**config.mk**
```make
export PLATFORM = sky130hd
export DESIGN_NAME = srx_top
export DESIGN_NICKNAME = d
export VERILOG_FILES = /design/src/rtl/srx_pkg.sv /design/src/rtl/srx_cgs.sv /design/src/rtl/srx_deskew.sv /design/src/rtl/srx_top.sv
export SDC_FILE = /design/constraint.sdc
export NUM_CORES = 1
export LEC_CHECK = 0
export ABC_AREA = 1
export BUFFER_PORTS_ARGS = -buffer_cell sky130_fd_sc_hd__clkbuf_2
export CAP_MARGIN = 20
export CORE_MARGIN = 2
export CORE_UTILIZATION = 50
export DETAILED_ROUTE_END_ITERATION = 8
export HOLD_SLACK_MARGIN = 0.06
export PLACE_DENSITY_LB_ADDON = 0.3
export SYNTH_ARGS = -nofsm -noshare
export SYNTH_HDL_FRONTEND = slang
export SYNTH_SLANG_ARGS = --single-unit
```
**constraint.sdc**
```tcl
create_clock -name hclk -period 3.4 [get_ports hclk]
set_clock_uncertainty 0.05 [all_clocks]
set_input_delay 0.34 -clock hclk [delete_from_list [all_inputs] [get_ports hclk]]
set_output_delay 0.34 -clock hclk [all_outputs]
set_load 0.01 [all_outputs]
```
**src/rtl/srx_pkg.sv**
```systemverilog
// Shared constants, types and helpers of the serial receiver control block
package srx_pkg;

   // ----------------------------------------------------------------
   // Register indices (byte address is four times the index)
   // ----------------------------------------------------------------
   localparam logic [9:0] IDX_IRQ_EN = 10'h01f;
   localparam logic [9:0] IDX_IRQ_ST = 10'h023;
   localparam logic [9:0] IDX_LANE_PD = 10'h201;
   localparam logic [9:0] IDX_CDR_RST = 10'h206;
   localparam logic [9:0] IDX_CDR_CFG = 10'h230;
   localparam logic [9:0] IDX_EQ_CFG = 10'h268;
   localparam logic [9:0] IDX_SYN_CTL = 10'h280;
   localparam logic [9:0] IDX_SYN_ST = 10'h281;
   localparam logic [9:0] IDX_REF_DIV = 10'h289;
   localparam logic [9:0] IDX_LINK_CFG = 10'h2f0;
   localparam logic [9:0] IDX_LANE_ST = 10'h2f1;

   // ----------------------------------------------------------------
   // Field positions and reset values
   // ----------------------------------------------------------------
   localparam int CTL_EN_BIT = 0;
   localparam int CTL_RECAL_BIT = 2;
   localparam int ST_LOCK_BIT = 0;
   localparam int ST_CAL_BIT = 3;
   localparam int ST_BHI_BIT = 4;
   localparam int ST_BLO_BIT = 5;
   localparam int IRQ_LOCK_BIT = 2;
   localparam int IRQ_LOST_BIT = 3;
   localparam int CDR_HALF_BIT = 5;
   localparam int CDR_OVS_BIT = 1;
   localparam int CDR_RST_BIT = 0;
   localparam int EQ_LSB = 6;
   localparam int DIV_LSB = 0;
   localparam int LK_DUAL_BIT = 2;
   localparam int LK_NLANE_LSB = 4;
   localparam logic [7:0] RST_ZERO = 8'h00;
   localparam logic [7:0] RST_LINK_CFG = 8'h80;
   localparam logic [7:0] IRQ_PLL_MASK = 8'h0c;

   // ----------------------------------------------------------------
   // Control characters and sync figures
   // ----------------------------------------------------------------
   localparam logic [7:0] K_COMMA = 8'hbc;
   localparam logic [7:0] K_ALIGN = 8'h7c;
   localparam logic [7:0] K_ILAS = 8'h1c;
   localparam logic [2:0] CGS_COUNT = 3'h4;

   typedef enum logic [2:0] {
      LK_OFF = 3'b000,
      LK_CGS = 3'b001,
      LK_SYNCED = 3'b010,
      LK_ILAS = 3'b011,
      LK_DATA = 3'b100
   } srx_link_e;

   // Lanes fill in ascending order; link 1 starts after link 0's lanes
   function automatic logic srx_lane_in_link(input int lane,
      input logic link, input logic dual, input logic [3:0] n);
      int lo;
      lo = (dual && link) ? int'(n) : 0;
      return !(link && !dual) && lane >= lo && lane < lo + int'(n);
   endfunction : srx_lane_in_link

endpackage : srx_pkg

```
**src/rtl/srx_cgs.sv**
```systemverilog
// Code-group synchronisation tracker for one lane
`timescale 1ns/1ps
`default_nettype none
module srx_cgs
   import srx_pkg::*;
(
   input wire logic hclk,
   input wire logic hresetn,
   input wire logic lane_enable,
   input wire logic sym_valid,
   input wire logic [7:0] sym_data,
   input wire logic sym_ctrl,
   input wire logic sym_err,
   output logic cgs_done
);
   logic [2:0] cnt_r;
   logic done_r;
   wire comma = sym_ctrl & (sym_data == K_COMMA);

   // Count consecutive commas; a code error drops sync at once
   always_ff @(posedge hclk or negedge hresetn)
   begin
      if (!hresetn)
      begin
         cnt_r <= 3'h0;
         done_r <= 1'b0;
      end
      else if (!lane_enable)
      begin
         cnt_r <= 3'h0;
         done_r <= 1'b0;
      end
      else if (sym_valid)
      begin
         if (sym_err)
         begin
            cnt_r <= 3'h0;
            done_r <= 1'b0;
         end
         else if (comma)
         begin
            if (cnt_r != CGS_COUNT)
               cnt_r <= cnt_r + 3'h1;
            if (cnt_r == CGS_COUNT - 3'h1)
               done_r <= 1'b1;
         end
         else if (!done_r)
            cnt_r <= 3'h0;
      end
   end

   assign cgs_done = done_r;
endmodule : srx_cgs
`default_nettype wire

```
**src/rtl/srx_deskew.sv**
```systemverilog
// Elastic buffer of one lane, filled from the alignment point
`timescale 1ns/1ps
`default_nettype none
module srx_deskew
   import srx_pkg::*;
#(
   parameter int DEPTH = 8
)
(
   input wire logic hclk,
   input wire logic hresetn,
   input wire logic arm,
   input wire logic release_all,
   input wire logic sym_valid,
   input wire logic [7:0] sym_data,
   input wire logic sym_ctrl,
   output logic arrived,
   output logic out_valid,
   output logic [7:0] out_data,
   output logic out_ctrl,
   output logic overflow
);
   localparam int AW = $clog2(DEPTH);
   logic [8:0] mem [DEPTH];
   logic [AW-1:0] wptr_r, rptr_r;
   logic [AW:0] fill_r;
   logic prev_a_r, arrived_r, ovf_r, ov_r, oc_r;
   logic [7:0] od_r;

   // Alignment point is an /A/ followed directly by /R/
   wire is_r = sym_valid & sym_ctrl & (sym_data == K_ILAS);
   wire hit = arm & ~arrived_r & prev_a_r & is_r;
   wire full = fill_r == (AW+1)'(DEPTH);
   wire wr = sym_valid & (hit | arrived_r) & ~full;
   wire rd = release_all & (fill_r != '0);

   // Storage needs no reset; pointers gate what is read
   always_ff @(posedge hclk)
   begin
      if (wr)
         mem[wptr_r] <= {sym_ctrl, sym_data};
   end

   // Early lanes hold here until the whole link is released
   always_ff @(posedge hclk or negedge hresetn)
   begin
      if (!hresetn)
      begin
         {prev_a_r, arrived_r, ovf_r, ov_r, oc_r} <= 5'h00;
         wptr_r <= '0;
         rptr_r <= '0;
         fill_r <= '0;
         od_r <= 8'h00;
      end
      else if (!arm)
      begin
         {prev_a_r, arrived_r, ovf_r, ov_r} <= 4'h0;
         wptr_r <= '0;
         rptr_r <= '0;
         fill_r <= '0;
      end
      else
      begin
         if (sym_valid)
            prev_a_r <= sym_ctrl & (sym_data == K_ALIGN);
         if (hit)
            arrived_r <= 1'b1;
         if (wr)
            wptr_r <= wptr_r + 1'b1;
         if (rd)
            rptr_r <= rptr_r + 1'b1;
         fill_r <= fill_r + (AW+1)'(wr) - (AW+1)'(rd);
         if (sym_valid & arrived_r & full)
            ovf_r <= 1'b1; // Lane arrived too early to absorb
         ov_r <= rd;
         if (rd)
            {oc_r, od_r} <= mem[rptr_r];
      end
   end

   assign arrived = arrived_r;
   assign overflow = ovf_r;
   assign out_valid = ov_r;
   assign out_data = od_r;
   assign out_ctrl = oc_r;
endmodule : srx_deskew
`default_nettype wire

```
**src/rtl/srx_top.sv**
```systemverilog
// Serial receiver setup registers and link synchronisation control
//
// Implementation choice: register access over AHB-Lite.
`timescale 1ns/1ps
`default_nettype none
module srx_top
   import srx_pkg::*;
#(
   parameter int LANES = 8,
   parameter int BUF_DEPTH = 8,
   parameter int LMFC_CYCLES = 8
)
(
   input wire logic hclk,
   input wire logic hresetn,
   input wire logic hsel,
   input wire logic [11:0] haddr,
   input wire logic [1:0] htrans,
   input wire logic hwrite,
   input wire logic [2:0] hsize,
   input wire logic [31:0] hwdata,
   input wire logic hready,
   output logic hreadyout,
   output logic hresp,
   output logic [31:0] hrdata,
   input wire logic pll_locked,
   input wire logic pll_cal_done,
   input wire logic pll_band_hi,
   input wire logic pll_band_lo,
   output logic pll_enable,
   output logic pll_recal,
   output logic [1:0] ref_divider_select,
   output logic half_rate_sampling_on,
   output logic double_oversample_on,
   output logic cdr_reset,
   output logic [7:0] lane_off_mask,
   output logic [1:0] equalizer_power_select,
   output logic pll_irq,
   input wire logic [LANES-1:0] lane_valid,
   input wire logic [LANES*8-1:0] lane_data,
   input wire logic [LANES-1:0] lane_ctrl,
   input wire logic [LANES-1:0] lane_err,
   output logic link0_sync_request_n,
   output logic link1_sync_request_n,
   output logic [LANES-1:0] aligned_valid,
   output logic [LANES*8-1:0] aligned_data,
   output logic [LANES-1:0] aligned_ctrl
);

   // ----------------------------------------------------------------
   // Synthesizer status inputs
   // ----------------------------------------------------------------
   logic [3:0] ps1_r, ps2_r, ps3_r, pst_r;
   wire [3:0] pll_pins = {pll_band_lo, pll_band_hi, pll_cal_done,
      pll_locked};

   // Analog flags are asynchronous; accept once stages two and three agree
   always_ff @(posedge hclk or negedge hresetn)
   begin
      if (!hresetn)
      begin
         ps1_r <= 4'h0;
         ps2_r <= 4'h0;
         ps3_r <= 4'h0;
         pst_r <= 4'h0;
      end
      else
      begin
         ps1_r <= pll_pins;
         ps2_r <= ps1_r;
         ps3_r <= ps2_r;
         pst_r <= (ps2_r == ps3_r) ? ps3_r : pst_r;
      end
   end

   wire lock_f = pst_r[0];
   // Live view; reading has no side effect on it
   wire [7:0] syn_st_w = {2'b00, pst_r[3], pst_r[2], pst_r[1], 2'b00,
      lock_f};

   // ----------------------------------------------------------------
   // AHB-Lite slave
   // ----------------------------------------------------------------
   logic ph_read_r, ph_write_r, rd_done_r;
   logic [9:0] ph_idx_r;
   logic [31:0] hrdata_r;
   wire addr_ok = hsel & hready & htrans[1];

   // Address phase capture; reads take one wait state for a flopped answer
   always_ff @(posedge hclk or negedge hresetn)
   begin
      if (!hresetn)
      begin
         ph_read_r <= 1'b0;
         ph_write_r <= 1'b0;
         ph_idx_r <= 10'h000;
         rd_done_r <= 1'b0;
      end
      else
      begin
         if (hready)
         begin
            ph_read_r <= addr_ok & ~hwrite;
            ph_write_r <= addr_ok & hwrite;
            ph_idx_r <= haddr[11:2];
         end
         rd_done_r <= ph_read_r & ~rd_done_r;
      end
   end

   assign hreadyout = ~(ph_read_r & ~rd_done_r);
   assign hresp = 1'b0;
   assign hrdata = hrdata_r;

   function automatic logic wr_hit(input logic [9:0] idx);
      return ph_write_r && ph_idx_r == idx;
   endfunction : wr_hit

   // ----------------------------------------------------------------
   // Register file
   // ----------------------------------------------------------------
   logic [7:0] irq_en_r, irq_st_r, lane_pd_r, cdr_rst_r, cdr_cfg_r;
   logic [7:0] eq_cfg_r, syn_ctl_r, ref_div_r, link_cfg_r;
   logic lock_prev_r;
   logic [LANES-1:0] cgs_done;

   // Plain read/write registers steering the lanes and synthesizer
   always_ff @(posedge hclk or negedge hresetn)
   begin
      if (!hresetn)
      begin
         irq_en_r <= RST_ZERO;
         lane_pd_r <= RST_ZERO;
         cdr_rst_r <= RST_ZERO;
         cdr_cfg_r <= RST_ZERO;
         eq_cfg_r <= RST_ZERO;
         syn_ctl_r <= RST_ZERO;
         ref_div_r <= RST_ZERO;
         link_cfg_r <= RST_LINK_CFG;
      end
      else
      begin
         if (wr_hit(IDX_IRQ_EN)) irq_en_r <= hwdata[7:0];
         if (wr_hit(IDX_LANE_PD)) lane_pd_r <= hwdata[7:0];
         if (wr_hit(IDX_CDR_RST)) cdr_rst_r <= hwdata[7:0];
         if (wr_hit(IDX_CDR_CFG)) cdr_cfg_r <= hwdata[7:0];
         if (wr_hit(IDX_EQ_CFG)) eq_cfg_r <= hwdata[7:0];
         if (wr_hit(IDX_SYN_CTL)) syn_ctl_r <= hwdata[7:0];
         if (wr_hit(IDX_REF_DIV)) ref_div_r <= hwdata[7:0];
         if (wr_hit(IDX_LINK_CFG)) link_cfg_r <= hwdata[7:0];
      end
   end

   // Lock/lost events; a new event wins over a same-cycle clear
   wire ev_lock = lock_f & ~lock_prev_r;
   wire ev_lost = ~lock_f & lock_prev_r;
   wire [7:0] irq_set = {4'h0, ev_lost, ev_lock, 2'b00} & irq_en_r;
   wire [7:0] irq_clr = wr_hit(IDX_IRQ_ST) ? hwdata[7:0] & IRQ_PLL_MASK
      : 8'h00;
   wire [7:0] irq_st_nxt = (irq_st_r & ~irq_clr) | irq_set;

   always_ff @(posedge hclk or negedge hresetn)
   begin
      if (!hresetn)
      begin
         irq_st_r <= RST_ZERO;
         lock_prev_r <= 1'b0;
      end
      else
      begin
         irq_st_r <= irq_st_nxt;
         lock_prev_r <= lock_f;
      end
   end

   // Read selection, unmapped addresses read as zero
   wire [7:0] rd_mux =
      (ph_idx_r == IDX_IRQ_EN) ? irq_en_r :
      (ph_idx_r == IDX_IRQ_ST) ? irq_st_r :
      (ph_idx_r == IDX_LANE_PD) ? lane_pd_r :
      (ph_idx_r == IDX_CDR_RST) ? cdr_rst_r :
      (ph_idx_r == IDX_CDR_CFG) ? cdr_cfg_r :
      (ph_idx_r == IDX_EQ_CFG) ? eq_cfg_r :
      (ph_idx_r == IDX_SYN_CTL) ? syn_ctl_r :
      (ph_idx_r == IDX_SYN_ST) ? syn_st_w :
      (ph_idx_r == IDX_REF_DIV) ? ref_div_r :
      (ph_idx_r == IDX_LINK_CFG) ? link_cfg_r :
      (ph_idx_r == IDX_LANE_ST) ? 8'(cgs_done) : 8'h00;

   always_ff @(posedge hclk or negedge hresetn)
   begin
      if (!hresetn)
         hrdata_r <= 32'h0000_0000;
      else if (ph_read_r & ~rd_done_r)
         hrdata_r <= {24'h00_0000, rd_mux};
   end

   // Register fields driven straight to the analog and lane controls
   assign pll_enable = syn_ctl_r[CTL_EN_BIT];
   assign pll_recal = syn_ctl_r[CTL_RECAL_BIT];
   assign ref_divider_select = ref_div_r[DIV_LSB +: 2];
   assign half_rate_sampling_on = cdr_cfg_r[CDR_HALF_BIT];
   assign double_oversample_on = cdr_cfg_r[CDR_OVS_BIT];
   assign cdr_reset = cdr_rst_r[CDR_RST_BIT];
   assign lane_off_mask = lane_pd_r;
   assign equalizer_power_select = eq_cfg_r[EQ_LSB +: 2];
   assign pll_irq = |(irq_st_r & irq_en_r & IRQ_PLL_MASK);

   // ----------------------------------------------------------------
   // Multiframe clock enable
   // ----------------------------------------------------------------
   logic [7:0] lmfc_cnt_r;
   wire lmfc_edge = lmfc_cnt_r == 8'h00;

   // Free-running divider; its wrap is the local multiframe edge
   always_ff @(posedge hclk or negedge hresetn)
   begin
      if (!hresetn)
         lmfc_cnt_r <= 8'h00;
      else if (lmfc_cnt_r == 8'(LMFC_CYCLES - 1))
         lmfc_cnt_r <= 8'h00;
      else
         lmfc_cnt_r <= lmfc_cnt_r + 8'h01;
   end

   // ----------------------------------------------------------------
   // Lanes: comma tracking and deskew buffers
   // ----------------------------------------------------------------
   srx_link_e st_r [2];
   srx_link_e st_nxt [2];
   wire dual = link_cfg_r[LK_DUAL_BIT];
   wire [3:0] nlane = link_cfg_r[LK_NLANE_LSB +: 4];
   logic [LANES-1:0] mem0, mem1, arrived, ovf;

   genvar g;
   generate
      for (g = 0; g < LANES; g++)
      begin : g_lane
         // Membership fills lanes from zero upward
         assign mem0[g] = srx_lane_in_link(g, 1'b0, dual, nlane);
         assign mem1[g] = srx_lane_in_link(g, 1'b1, dual, nlane);
         wire lk = mem1[g];
         wire on = (mem0[g] | mem1[g]) & ~lane_pd_r[g];
         wire arm = on & (st_r[lk] == LK_ILAS || st_r[lk] == LK_DATA);

         srx_cgs u_cgs (
            .hclk(hclk),
            .hresetn(hresetn),
            .lane_enable(on),
            .sym_valid(lane_valid[g]),
            .sym_data(lane_data[g*8 +: 8]),
            .sym_ctrl(lane_ctrl[g]),
            .sym_err(lane_err[g]),
            .cgs_done(cgs_done[g])
         );

         srx_deskew #(.DEPTH(BUF_DEPTH)) u_dsk (
            .hclk(hclk),
            .hresetn(hresetn),
            .arm(arm),
            .release_all(st_r[lk] == LK_DATA),
            .sym_valid(lane_valid[g]),
            .sym_data(lane_data[g*8 +: 8]),
            .sym_ctrl(lane_ctrl[g]),
            .arrived(arrived[g]),
            .out_valid(aligned_valid[g]),
            .out_data(aligned_data[g*8 +: 8]),
            .out_ctrl(aligned_ctrl[g]),
            .overflow(ovf[g])
         );
      end
   endgenerate

   // ----------------------------------------------------------------
   // Per-link synchronisation state
   // ----------------------------------------------------------------
   wire [1:0] link_en = {dual & link_cfg_r[1], link_cfg_r[0]};
   wire [LANES-1:0] m0 = mem0 & ~lane_pd_r;
   wire [LANES-1:0] m1 = mem1 & ~lane_pd_r;
   wire [1:0] all_cgs = {&(cgs_done | ~m1), &(cgs_done | ~m0)};
   wire [1:0] lost = {|(m1 & (~cgs_done | ovf)), |(m0 & (~cgs_done | ovf))};
   wire [1:0] all_arr = {&(arrived | ~m1), &(arrived | ~m0)};
   logic [1:0] sync_r;

   always_comb
   begin
      for (int k = 0; k < 2; k++)
      begin
         st_nxt[k] = st_r[k];
         case (st_r[k])
            LK_OFF: st_nxt[k] = LK_CGS;
            LK_CGS: if (all_cgs[k]) st_nxt[k] = LK_SYNCED;
            LK_SYNCED:
               if (lost[k]) st_nxt[k] = LK_CGS;
               else if (lmfc_edge) st_nxt[k] = LK_ILAS;
            LK_ILAS:
               if (lost[k]) st_nxt[k] = LK_CGS;
               else if (all_arr[k]) st_nxt[k] = LK_DATA;
            LK_DATA: if (lost[k]) st_nxt[k] = LK_CGS;
            default: st_nxt[k] = LK_OFF;
         endcase
         if (!link_en[k])
            st_nxt[k] = LK_OFF;
      end
   end

   // Sync line is high only in ILAS and DATA, from the multiframe edge after code-group sync
   always_ff @(posedge hclk or negedge hresetn)
   begin
      if (!hresetn)
      begin
         st_r[0] <= LK_OFF;
         st_r[1] <= LK_OFF;
         sync_r <= 2'b00;
      end
      else
      begin
         for (int k = 0; k < 2; k++)
         begin
            st_r[k] <= st_nxt[k];
            sync_r[k] <= st_nxt[k] == LK_ILAS || st_nxt[k] == LK_DATA;
         end
      end
   end

   assign link0_sync_request_n = sync_r[0];
   assign link1_sync_request_n = sync_r[1];
endmodule : srx_top
`default_nettype wire

```
==> results.yml <==
clock_network:
  clock_path_buffers: 3
  cts_made_buffers: 95
  clock_sinks: 912
  cts_tree: "done"
  post_cts_buffers: 0
  cts-htree-levels: 3
  root_buffer: "clkbuf_16"
  clk_pin_slew_worst_paths_ns: 0.06
  insertion_delay_ns: 0.66
synth:
  yosys_warnings: 0
  synth-seq-area-share_pct: 63.5
  synthFlopType: "edfxtp_1"
  synth.avg_cell_area_um2: 10.9
  syn_area_um2: 40500
  ys_types: 64
  ys_ff_latch: 912
  synthCells: 3714
  async_reset_ff_share_pct: 36.8
  synth_edf_count: 576
placed_design:
  dp.cells: 4963
  io_buffers: 224
  place_ws_ns: 0.334
  dp_hpwl_um: 62600
  dpl_cell_area_um2: 43000
  gp_congestion: 0.909
job:
  maxCapViolations: 0
final_layout:
  syn_to_final_growth_pct: 17.1
  nFillCells: 6502
  fin_area_um2: 47400
  multiInputGateArea_um2: 12600
  layout-drive-gt1-share_pct: 13.4
  regArea_um2: 25700
  fin_nets: 4356
  finalNonFillerCells: 5254
  final_core_util_pct: 59.1
power_and_ir_drop:
  p_per_area_nw_per_um2: 506
  ir_worst_vdd_mv: 0.387
  p_leak_nw: 19.7
  total_power_mw: 24.0
grt:
  overflow: 0
  grt_first_pass_wirelength_um: 149000
  grt_usage_pct: 22.7
  first_global_vias: 27500
  grt_max_degree: 83
  grt_antenna_before_repair: 3
critical_path:
  cp-end-kind: "flop"
  crit_type: "reg -> reg"
  cp_max_fo: 7
  worstPathArrival_ns: 3.57
  cp.required_ns: 3.88
  cp-start-kind: "flop"
timing:
  tns_ns: 0
  slew_viol_final: 0
  rsz0062_at_grt: "false"
  slew-limit-headroom_pct: 32.3
  finalSetupViolCount: 0
  min_period_ns: 3.09
  fmax_mhz: 324
  final_hold_viol_count: 0
  tightestPinTransition_ns: 1.01
  fin_ws_ns: 0.311
  fin_crit_sh_pct: 90.9
  hold_slack_ns: 0.104
detailed_routing:
  vias: 28600
  drt-total-wl_um: 94900
  drt-initial-drc-count: 2084
  vias_per_cell: 5.44
  remaining_drc_errors: 0
  first_pass_iters: 5
  final_antenna_net_count: 0
  wire_per_inst_um: 18.1
floorplan:
  die_area_um2: 83300
  num_rows: 104
  core-area_um2: 80300
  num_io_pins: 280
  initial_core_util_pct: 50.4
  die_x_um: 289
  die_h_um: 289
outcome:
  status: "complete, no violations"
worst_hold_path:
  min_path_type: "in -> reg"
==> worst paths after layout <==
| check | endpoint | depth (start not counted) | slack (ns) | from |
|---|---|---|---|---|
| worst max-delay path | g_lane[2].u_dsk.fill_r[2] | 14 | 0.31 | link_cfg_r[6] |
| min in group asynchronous | g_lane[7].u_dsk.out_ctrl | 2 | 0.19 | hresetn |
| worst min-delay path | ph_idx_r[9] | 3 | 0.10 | hready |
| max in group asynchronous | g_lane[5].u_dsk.rptr_r[0] | 3 | 2.23 | hresetn |
| worst max register to register | g_lane[2].u_dsk.fill_r[2] | 14 | 0.31 | link_cfg_r[6] |
| worst min register to register | ps2_r[0] | 0 | 0.30 | ps1_r[0] |
==> kinds of logic (layout without fill, tap and decap cells) <==
logic type	after synthesis	after routing	synth area share (%)
buffers and inverters	536	990	5.64
flip-flops	912	912	63.5
AND/OR/NAND/NOR	1353	1353	14.5
XOR/XNOR	32	32	0.692
other	1	27	0.00926
AO/OA/AOI/OAI	698	698	10.4
multiplexers	84	84	2.09
adder cells (fa/ha/maj)	98	98	3.18
==> cell usage in the layout, fill, tap and decap left out, types with 7 or more instances in the layout <==
| master | netlist | layout |
|---|---|---|
| edfxtp_1 | 576 | 576 |
| mux2i_1 | 81 | 81 |
| xnor2_1 | 15 | 15 |
| fa_1 | 8 | 8 |
| nor3b_1 | 7 | 7 |
| a21oi_1 | 157 | 157 |
| clkbuf_16 | 0 | 96 |
| a221oi_1 | 37 | 37 |
| inv_2 | 10 | 10 |
| buf_4 | 52 | 119 |
| clkbuf_8 | 0 | 8 |
| bufinv_16 | 0 | 11 |
| o221ai_1 | 63 | 63 |
| nor4_1 | 13 | 13 |
| nor3_1 | 93 | 93 |
| nor2_1 | 291 | 291 |
| nand3_1 | 168 | 168 |
| inv_1 | 333 | 333 |
| conb_1 | 1 | 25 |
| nand3_2 | 11 | 11 |
| clkbuf_2 | 0 | 223 |
| ha_1 | 90 | 90 |
| clkinv_1 | 12 | 22 |
| o32ai_1 | 10 | 10 |
| a32o_1 | 11 | 11 |
| o211ai_1 | 42 | 42 |
| o22ai_1 | 20 | 20 |
| clkbuf_1 | 101 | 24 |
| o21ai_0 | 304 | 304 |
| nand4_1 | 43 | 43 |
| dlygate4sd3_1 | 0 | 108 |
| nand2_2 | 11 | 11 |
| dfrtp_1 | 335 | 334 |
| nand2_1 | 685 | 685 |
| o21ai_1 | 16 | 16 |
| clkinv_2 | 0 | 16 |
| xor2_1 | 17 | 17 |
==> critical path, cell delays in order, from the launching register on <==
cell and delay, ns:
dfrtp_1 0.49, nor2_4 0.27, nand2_1 0.14, nor2_2 0.23
nand2_1 0.07, o21ai_1 0.11, nor2_1 0.08, nand3_1 0.25
inv_1 0.12, ha_1 0.29, inv_1 0.04, ha_1 0.22
fa_1 0.39, xnor2_1 0.17, nor2_1 0.06
==> synth_stat cells (all sizes together), types with 81 or more instances <==
master	number	area share, %
a21oi	161	2.0
clkbuf	101	0.94
dfrtp	335	21
edfxtp	576	43
ha	90	2.8
inv	343	3.2
mux2i	81	2.0
nand2	700	6.6
nand3	180	2.4
nor2	303	3.0
nor3	93	1.1
o21ai	324	4.0
==> sequential cells by signal, summed over array words and instances (netlist names), 10 cells and up <==
name / flops
g_lane.u_dsk.wptr_r: 24
g_lane.u_dsk.out_data: 64
ph_idx_r: 10
g_lane.u_cgs.cnt_r: 24
g_lane.u_dsk.fill_r: 32
g_lane.u_dsk.mem: 576
g_lane.u_dsk.rptr_r: 24
==> area by class of cell <==
type                       count  area share [%]
clock buffer                 128            5.49
multi-input combinational   2290            26.5
timing repair buffer         458            6.89
sequential                   912            54.2
inverter                     355            2.81
tap                         1060            2.80
clock inverter                49            1.24
antenna                        2          0.0106
==> metal layers <==
layer  up-vias  global-route usage [%]  share of wire [%]
met1     13800                    31.0                 43
met2       813                    37.8                 49
met5         -                       0              0.020
met3       165                    3.27                5.5
li1      13800                       -                  -
met4         4                    6.92                2.3
==> repair_timing <==
action                                 4_1_cts  5_1_grt
hold buffers                               108        0
gates resized for setup                      0        0
endpoints found under the hold margin      686        0
==> where the power goes <==
group,leakage [nW],switching [mW],internal [mW]
Clock,1.55,4.32,6.24
Sequential,9.44,0.139,11.9
Combinational,8.69,0.906,0.437
Note: power is estimated with default switching activity, not from simulation.
